===== src/parallel_io_regs.svh =====
`ifndef PARALLEL_IO_REGS_SVH
`define PARALLEL_IO_REGS_SVH

// pin count of one port
`define PARALLEL_IO_WIDTH 16
// register byte offsets on the apb window
`define DIR_OFFSET 12'h000
`define PIN_OFFSET 12'h004
`define LAT_OFFSET 12'h008
`define ANA_OFFSET 12'h00c
// reset values
`define DIR_RESET 16'hffff
`define LAT_RESET 16'h0000
`define ANA_RESET 16'h0000
// implemented pin mask and input-only pin mask defaults
`define IMPL_MASK_DEFAULT 16'hffff
`define INONLY_MASK_DEFAULT 16'h0000

`endif


===== src/parallel_io_pkg.sv =====
package parallel_io_pkg;
    // apb slave phases
    typedef enum logic [2:0] {
        ST_IDLE = 3'b001,
        ST_SETUP = 3'b010,
        ST_ACCESS = 3'b100
    } apb_state_e;
    // one word of port data
    typedef logic [15:0] port_word_t;
endpackage


===== src/pin_slice.sv =====
`timescale 1ns/1ps
// one pin: output ownership multiplexers and input read path
module pin_slice (
    // configuration
    input wire logic implemented_in,
    input wire logic input_only_in,
    input wire logic analog_in,
    // port side
    input wire logic dir_in,
    input wire logic lat_in,
    // peripheral side
    input wire logic periph_drive_in,
    input wire logic periph_data_in,
    // pad side
    input wire logic pad_in,
    output logic pad_out,
    output logic pad_oe_n_out,
    output logic pin_read_out
);
    logic port_oe_n;
    logic periph_owns;

    always_comb begin
        // unimplemented bits never drive, and a set direction bit means input
        port_oe_n = !implemented_in || dir_in;
        // input-only sharers have no output to compete with
        periph_owns = periph_drive_in && !input_only_in && implemented_in;
        // peripheral wins both data and enable when it is driving
        if (periph_owns) begin
            pad_out = periph_data_in;
            pad_oe_n_out = 1'b0;
        end else begin
            pad_out = lat_in;
            pad_oe_n_out = port_oe_n;
        end
        // analog pins and absent bits read low; pad still readable under peripheral
        pin_read_out = implemented_in && !analog_in && pad_in;
    end
endmodule


===== src/shared_parallel_io_port.sv =====
`timescale 1ns/1ps
`include "parallel_io_regs.svh"

// Summary of operation
// - direction, latch and pin register per pin
// - direction one means input, no drive
// - reset sets every implemented direction bit to input
// - latch reads stored value, write updates
// - pin reads sampled pads, write hits latch
// - unimplemented bits disabled and read zero
// - driving peripheral disables port driver, readable
// - idle peripheral lets port drive pin
// - peripheral beats port on data and enable
// - input-only sharer pins stay dedicated port
// - analog pins read low via pin register
module shared_parallel_io_port
    import parallel_io_pkg::*;
#(
    parameter logic [15:0] IMPL_MASK = `IMPL_MASK_DEFAULT,
    parameter logic [15:0] INONLY_MASK = `INONLY_MASK_DEFAULT
) (
    // clock and reset
    input wire logic clk_in,
    input wire logic arst_n_in,
    // apb slave
    input wire logic psel_in,
    input wire logic penable_in,
    input wire logic pwrite_in,
    input wire logic [11:0] paddr_in,
    input wire logic [31:0] pwdata_in,
    input wire logic [3:0] pstrb_in,
    output logic [31:0] prdata_out,
    output logic pready_out,
    output logic pslverr_out,
    // peripherals sharing the pins
    input wire logic [15:0] periph_drive_in,
    input wire logic [15:0] periph_data_in,
    // pad cells
    input wire logic [15:0] pad_in,
    output logic [15:0] pad_out,
    output logic [15:0] pad_oe_n_out
);
    port_word_t dir_r, dir_nxt; // direction, one = input
    port_word_t lat_r, lat_nxt; // output latch
    port_word_t ana_r, ana_nxt; // analog-input select
    port_word_t pin_r, pin_nxt; // sampled pin levels
    port_word_t pin_read; // per-pin read value
    logic [31:0] rdata_r, rdata_nxt; // read data register
    logic slverr_r, slverr_nxt; // error flag for the access
    apb_state_e state_r, state_nxt; // bus phase tracker
    logic wr_en; // write takes effect this edge
    logic hit_dir, hit_pin, hit_lat, hit_ana, hit_any;
    port_word_t wmask; // byte-lane mask of the write
    port_word_t wdata; // write data clipped to port width

    // one slice per pin
    genvar g;
    generate
        for (g = 0; g < `PARALLEL_IO_WIDTH; g++) begin : gen_pin
            pin_slice u_slice (
                .implemented_in(IMPL_MASK[g]),
                .input_only_in(INONLY_MASK[g]),
                .analog_in(ana_r[g]),
                .dir_in(dir_r[g]),
                .lat_in(lat_r[g]),
                .periph_drive_in(periph_drive_in[g]),
                .periph_data_in(periph_data_in[g]),
                .pad_in(pad_in[g]),
                .pad_out(pad_out[g]),
                .pad_oe_n_out(pad_oe_n_out[g]),
                .pin_read_out(pin_read[g])
            );
        end
    endgenerate

    // address decode; unmapped offsets answer with pslverr
    always_comb begin
        hit_dir = (paddr_in == `DIR_OFFSET);
        hit_pin = (paddr_in == `PIN_OFFSET);
        hit_lat = (paddr_in == `LAT_OFFSET);
        hit_ana = (paddr_in == `ANA_OFFSET);
        hit_any = hit_dir || hit_pin || hit_lat || hit_ana;
        wmask = {{8{pstrb_in[1]}}, {8{pstrb_in[0]}}};
        wdata = pwdata_in[15:0];
        // zero wait states: a write lands at the access-phase edge
        wr_en = psel_in && penable_in && pwrite_in;
    end

    // bus phase next state, informative for debug and checking
    always_comb begin
        state_nxt = ST_IDLE;
        case (state_r)
            ST_IDLE: begin
                state_nxt = psel_in ? ST_SETUP : ST_IDLE;
            end
            ST_SETUP: begin
                state_nxt = ST_ACCESS;
            end
            ST_ACCESS: begin
                state_nxt = psel_in ? ST_SETUP : ST_IDLE;
            end
            default: begin
                state_nxt = ST_IDLE;
            end
        endcase
    end

    // register file next values
    always_comb begin
        dir_nxt = dir_r;
        lat_nxt = lat_r;
        ana_nxt = ana_r;
        // pins sampled every cycle, so readback trails a write by a cycle
        pin_nxt = pin_read;
        if (wr_en && hit_dir) begin
            dir_nxt = ((dir_r & ~wmask) | (wdata & wmask)) & IMPL_MASK;
        end
        // a write to the latch or to the pin register both update the latch
        if (wr_en && (hit_lat || hit_pin)) begin
            lat_nxt = ((lat_r & ~wmask) | (wdata & wmask)) & IMPL_MASK;
        end
        if (wr_en && hit_ana) begin
            ana_nxt = ((ana_r & ~wmask) | (wdata & wmask)) & IMPL_MASK;
        end
    end

    // read data and error, captured in the setup phase so it stands in access
    always_comb begin
        rdata_nxt = rdata_r;
        slverr_nxt = slverr_r;
        if (psel_in && !penable_in) begin
            slverr_nxt = !hit_any;
            if (hit_dir) begin
                rdata_nxt = {16'h0000, dir_r};
            end else if (hit_pin) begin
                rdata_nxt = {16'h0000, pin_r};
            end else if (hit_lat) begin
                rdata_nxt = {16'h0000, lat_r};
            end else if (hit_ana) begin
                rdata_nxt = {16'h0000, ana_r};
            end else begin
                rdata_nxt = 32'h0000_0000;
            end
        end
    end

    // state registers; every implemented direction bit resets to input
    always_ff @(posedge clk_in or negedge arst_n_in) begin
        if (!arst_n_in) begin
            // absent bits already read zero in the very first cycle after reset
            dir_r <= `DIR_RESET & IMPL_MASK;
            lat_r <= `LAT_RESET;
            ana_r <= `ANA_RESET;
            pin_r <= 16'h0000;
            rdata_r <= 32'h0000_0000;
            slverr_r <= 1'b0;
            state_r <= ST_IDLE;
        end else begin
            // masked again so an implemented-subset parameter still holds
            dir_r <= dir_nxt & IMPL_MASK;
            lat_r <= lat_nxt;
            ana_r <= ana_nxt;
            pin_r <= pin_nxt;
            rdata_r <= rdata_nxt;
            slverr_r <= slverr_nxt;
            state_r <= state_nxt;
        end
    end

    // bus answer: always ready, error only inside the access phase
    always_comb begin
        prdata_out = rdata_r;
        pready_out = 1'b1;
        pslverr_out = psel_in && penable_in && slverr_r;
    end
endmodule


===== config.mk =====
export PLATFORM = sky130hd
export DESIGN_NAME = shared_parallel_io_port
export DESIGN_NICKNAME = d
export VERILOG_FILES = /design/src/parallel_io_pkg.sv /design/src/pin_slice.sv /design/src/shared_parallel_io_port.sv
export VERILOG_INCLUDE_DIRS = /design/src
export SDC_FILE = /design/constraint.sdc
export NUM_CORES = 1
export LEC_CHECK = 0
export ABC_AREA = 1
export BUFFER_PORTS_ARGS = -buffer_cell sky130_fd_sc_hd__buf_4
export CAP_MARGIN = 10
export CORE_ASPECT_RATIO = 0.9
export CORE_MARGIN = 3
export CORE_UTILIZATION = 40
export DETAILED_ROUTE_END_ITERATION = 7
export PLACE_DENSITY_LB_ADDON = 0.25
export SETUP_SLACK_MARGIN = 0.2
export SYNTH_ARGS = -nofsm -noshare
export SYNTH_HDL_FRONTEND = slang
export SYNTH_HIERARCHICAL = 1
export SYNTH_SLANG_ARGS = --single-unit

===== constraint.sdc =====
create_clock -name clk_in -period 1 [get_ports clk_in]
set_clock_uncertainty 0.2 [all_clocks]
set_input_delay 0.15 -clock clk_in [delete_from_list [all_inputs] [get_ports clk_in]]
set_output_delay 0.15 -clock clk_in [all_outputs]
set_load 0.02 [all_outputs]

==> reports/results.tsv, run 1 <==
metric	value	unit
largest net degree at the start of global routing	36	
Tot GR Track Use	25.4	%
area of the multi-input gates	0.00334	mm^2
Power Density	964	mW/mm^2
placed cell area	0.00680	mm^2
cell row count	36	
status	complete, but fails checks	
Final Cell Area	0.00840	mm^2
ant diodes	0	
Starting Density	42.2	%
die width	120	um
Routed WL	18300	um
post-synth top area cell	dfrtp_1	
fin. max-slew vios	0	
CTS tree	yes	
CP Launch Type	flop	
Via density	5.02	
clk root buf	clkbuf_16	
IO buf count	131	
Remaining DRCs	0	
vias in the first global route	5465	
via count	5602	
CTS Buffer Depth	2	
setup ws final	-0.520	ns
share of cells above drive strength 1	47.2	%
clock slew at reported path FFs	0.06	ns
Lkg Pwr	4.74	nW
Detailed Place HPWL	10400	um
Inserted Clock Buffers	9	
failing checks	hold timing, setup timing	
final cell count without fillers	1116	
final worst path period need	1.52	ns
Final setup viols	114	
Unique masters post-synth	25	
maximum vdd drop	0.887	mV
max-cap viol count	0	
worst min path class	in2async	
initial antenna violation count	0	
register bit count reported by yosys	81	
gpl congestion	0.822	
RSZ-0062 raised after global routing	true	
filler cell count in the final layout	716	
worst skew pair latency	0.34	ns
global-route wire length before repair	26100	um
Avg WL per Cell	16.4	um
Iteration-0 DRC Markers	519	
Worst EP arrival	1.17	ns
Peak Freq	658	MHz
syn avg cell area	7.23	um^2
Num Clock Sinks	81	
final hold viol count	145	
Initial DRT Pass Iterations	5	
Syn. warnings	6	
Routed Antenna Nets	0	
Max FO, Critical Path	2	
Hold Slack	-0.530	ns
Crit Path Class	reg2out	
core area	0.0111	mm^2
Post-Syn Instances	650	
Nets	1060	
num ports	167	
total grt overflow	0	
CP endpoint kind	output pin	
Pwr Total	0.00810	W
top post-synthesis cells by area	dfrtp_1 35%, nand2_1 22%, dfstp_2 8.9%	
die footprint	0.0131	mm^2
Layout area overhead	78.8	%
WP data required	0.65	ns
die height	109	um
post-synthesis sequential area ratio	43.6	%
sequential cell area	0.00205	mm^2
mapped cell area	0.00470	mm^2
Period Utilization, post-route	152	%
top-area cell type share of the netlist area	34.6	%
CTS H-tree depth	3	
Inst Count DP	1049	
Final Core Density	75.5	%
worst max-delay path: stages (launching register included):
cell and delay (ns):
dfstp_2 0.55, nor2_2 0.06, nor2b_4 0.10, buf_6 0.12
timing repair:
action | CTS | global route
setup buffers | 32 | 13
hold endpoints to repair | 145 | 131
resized for setup | 110 | 109
pin swaps | 53 | 57
gates cloned | 5 | 1
setup endpoints to repair | 117 | 124
layout make-up:
| type | instances | share of cell area [%] |
|---|---|---|
| Clock inverter | 5 | 0.641 |
| Multi-Input combinational cell | 584 | 39.8 |
| Clock buffer | 11 | 2.89 |
| Timing Repair Buffer | 238 | 28.0 |
| Sequential cell | 81 | 24.4 |
| Inverter | 45 | 2.07 |
| Tap cell | 152 | 2.26 |
report_power, final:
group | switching, W | internal [W]
Combinational | 0.000756 | 0.000631
Clock | 0.00137 | 0.00200
Sequential | 0.0000212 | 0.00332
cell usage in the layout (no fill, tap or decap), types with 5 or more instances in the layout:
cell and n:
nor2_2 16, nand3_4 5, buf_12 15, buf_16 5, buf_6 65, conb_1 97, clkbuf_16 10, nand2_2 88
inv_1 39, nor2b_4 16, nor2_4 25, dfrtp_1 65, nand2_4 13, nor2_1 32, buf_4 150, nand2_8 7
nand3_1 64, dfstp_2 16, nand4_1 32, nand2_1 178, inv_2 5
kinds of logic after synthesis:
logic type             count (synthesis)  synth area share (%)
and+or+nand+nor                      486                  47.2
DFF                                   81                  43.6
buffers and inverters                 80                  8.95
other                                  2                 0.160
AOI/OAI and AO/OA                      1                 0.106
cell usage after synthesis:
library cell	number
nor3_4	4
buf_2	9
o21ai_0	1
nor2_1	69
nand2_1	278
nor2_2	2
buf_4	21
or2_1	1
nand4_1	32
dfstp_2	16
inv_2	5
and3_1	1
dfrtp_1	65
nand2_2	3
nand2_4	5
nor2_8	1
nand3_2	2
nand3_4	3
buf_1	1
nor2b_1	16
nand3_1	67
conb_1	2
nor2_4	2
inv_1	40
buf_6	4
worst paths after layout:
| kind | start | end | slack, ns | depth (start not counted) |
|---|---|---|---|---|
| max in group asynchronous | arst_n_in | async pin | 0.59 | 2 |
| min in group clk_in | pwdata_in[1] | flop | -0.17 | 3 |
| max reg2reg | flop | prdata_out[0] | -0.30 | 6 |
| min reg2reg | flop | pin_r[6] | 0.26 | 1 |
| max | flop | pad_oe_n_out[15] | -0.52 | 3 |
| min | arst_n_in | async pin | -0.53 | 1 |
through the flow:
| stage | worst slack [ns] | hold WS, ns | setup TNS (ns) |
|---|---|---|---|
| 6_report | -0.520 | -0.530 | -36.39 |
| 5_1_grt | -0.567 | -0.517 | -40.75 |
| 4_1_cts | -0.516 | -0.528 | -32.58 |
| 3_5_place_dp | -0.547 | -0.175 | -34.78 |
| 3_3_place_gp | -0.492 | -0.174 | -31.88 |
| 2_1_floorplan | -0.286 | -0.346 | -17.84 |
routing by layer:
layer / GRT usage (%) / vias to the layer above / part of all wire (%)
met5: 0 / - / 0
met3: 4.88 / 88 / 9.5
li1: - / 2555 / -
met2: 46.2 / 356 / 51
met1: 29.3 / 2603 / 35
met4: 11.3 / 0 / 4.9
Power figures use the tool's default switching activity.
==> inputs of run 2 (changes only) <==
- MAX_ROUTING_LAYER: not set -> met4
- clock period: 1 -> 1.2 ns (I/O delays scaled with it)
==> reports/results.tsv, run 2 (synthesis gave the netlist of run 1 again) <==
metric	value	unit	change
Routed Antenna Nets	0		unchanged
area of the multi-input gates	0.00325	mm^2	-2.8%
worst min path class	in2reg		
cell row count	36		unchanged
Nets	1072		+1.1%
Avg WL per Cell	15.9	um	-3.0%
final hold viol count	0		-100%
most frequent cells in the layout	176 x nand2_1, 139 x buf_4, 97 x conb_1, 84 x nand2_2, 66 x nand3_1		
ant diodes	0		unchanged
global-route wire length before repair	25200	um	-3.6%
Seq pwr share	39.2	%	-2.1 points
die footprint	0.0131	mm^2	unchanged
Num Clock Sinks	81		unchanged
switching part of the total	25.8	%	-0.67 points
P_int	0.00525	W	-12%
Hold Crit Start	pstrb_in[0]		
filler cell count in the final layout	705		-1.5%
Final Cell Area	0.00846	mm^2	+0.73%
Starting Density	42.2	%	unchanged
Period Utilization, post-route	129	%	
Final Core Density	76.0	%	+0.55 points
share of cells above drive strength 1	43.3	%	-3.9 points
maximum vdd drop	0.715	mV	-19%
Via density	4.94		-1.6%
final worst path period need	1.55	ns	
clock network power share	43.7	%	+2.1 points
core area	0.0111	mm^2	unchanged
Power Density	837	mW/mm^2	-13%
Max FO, Critical Path	2		unchanged
Detailed Place HPWL	9690	um	-7.1%
vias in the first global route	5190		-5.0%
placed cell area	0.00667	mm^2	-1.9%
total grt overflow	0		unchanged
clock slew at reported path FFs	0.07	ns	about the same
via count	5573		-0.52%
CP Cell Sequence	nor2_4 > nor2b_4 > buf_6		
IO buf count	131		unchanged
die width	120	um	unchanged
CP Launch Type	flop		
CTS tree	yes		
largest net degree at the start of global routing	48		+33%
CTS Buffer Depth	2		unchanged
RSZ-0062 raised after global routing	true		
Crit Path Class	reg2out		
die height	109	um	unchanged
Final setup viols	113		-0.88%
commonest non-fill, non-tap cell in the layout	nand2_1		
initial antenna violation count	0		unchanged
Lkg Pwr	4.81	nW	+1.6%
slowest stage delay, CP	0.56	ns	about the same
setup ws final	-0.346	ns	+0.174 ns
status	complete, but fails checks		
gpl congestion	0.822		about the same
sequential cell area	0.00205	mm^2	unchanged
clk root buf	clkbuf_16		
Worst EP arrival	1.17	ns	about the same
Tot GR Track Use	25.1	%	-0.35 points
CP endpoint kind	output pin		
worst skew pair latency	0.34	ns	about the same
Iteration-0 DRC Markers	509		-1.9%
fin. max-slew vios	0		unchanged
Routed WL	17900	um	-2.0%
max-cap viol count	0		unchanged
Remaining DRCs	0		unchanged
Peak Freq	647	MHz	
Initial DRT Pass Iterations	8		+3
slowest cell on the critical path	dfstp_2		
CTS H-tree depth	3		unchanged
Layout area overhead	80.1	%	
failing checks	setup timing		
Place WS	-0.381	ns	+0.166 ns
Inserted Clock Buffers	9		unchanged
WP data required	0.82	ns	+0.17 ns
Logic pwr share	17.1	%	about the same
Hold Slack	0.0998	ns	+0.629 ns
net load switching power	0.00183	W	-15%
num ports	167		unchanged
[run 2: changes by cell type in the layout (fill, tap and decap cells not counted), sizes merged]
cell	change
buf	-20
bufinv	+1
clkbuf	-2
clkinv	-1
dlygate4sd3	+33
inv	+1
[run 2: worst paths after layout]
path / slack, ns / endpoint / depth (start not counted)
max: -0.35 / pad_oe_n_out[15] / 3
min: 0.1 / flop / 4
max reg2reg: -0.08 / prdata_out[11] / 6
min reg2reg: 0.25 / pin_r[12] / 1
max in group asynchronous: 0.32 / async pin / 3
min in group asynchronous: 0.16 / async pin / 2
[run 2: power groups by stage]
stage	clock [W]	sequential (W)	combinational [W]
global route	0.00322	0.00278	0.00129
finish	0.00310	0.00278	0.00121
global placement	0	0.00282	0.000919
floorplan	0	0.00282	0.000480
CTS	0.00307	0.00278	0.00115
detailed placement	0	0.00283	0.000933
[run 2: worst max-delay path, delay by kind of cell (launching register included)]
family	cells	cell delay, ns
buf+inv	1	0.12
simple gates	2	0.15
flops	1	0.56
[run 2: stage by stage]
step	power (W)	setup TNS (ns)	instances
6_report	0.00708	-13.97	1128
4_1_cts	0.00700	-10.04	1119
3_5_place_dp	0.00376	-21.24	1036
5_1_grt	0.00730	-18.25	1128
2_1_floorplan	0.00330	-5.55	745
3_3_place_gp	0.00374	-18.41	1036
[run 2: layer usage]
metal / GRT usage, % / wire (um) / part of all wire, %
met5: - / 0 / 0
met4: 6.07 / 569 / 3.2
met3: 5.96 / 1560 / 8.7
met2: 42.6 / 9150 / 51
met1: 30.6 / 6620 / 37
[run 2: final cells by class]
class                      count  share of cell area, %
clock buffer                  10                   2.82
inverter                      45                   2.09
multi-input combinational    584                   38.4
clock inverter                 6                   1.15
timing repair buffer         250                   29.1
tap                          152                   2.25
sequential                    81                   24.2
[run 2: repair_timing]
| action | CTS | global route |
|---|---|---|
| buffers inserted | 29 | 9 |
| setup endpoints to repair | 114 | 114 |
| gates cloned | 5 | 0 |
| gates resized for setup | 121 | 83 |
| pin swaps | 55 | 36 |
| hold buffers | 33 | 0 |
| hold endpoints to repair | 145 | 0 |
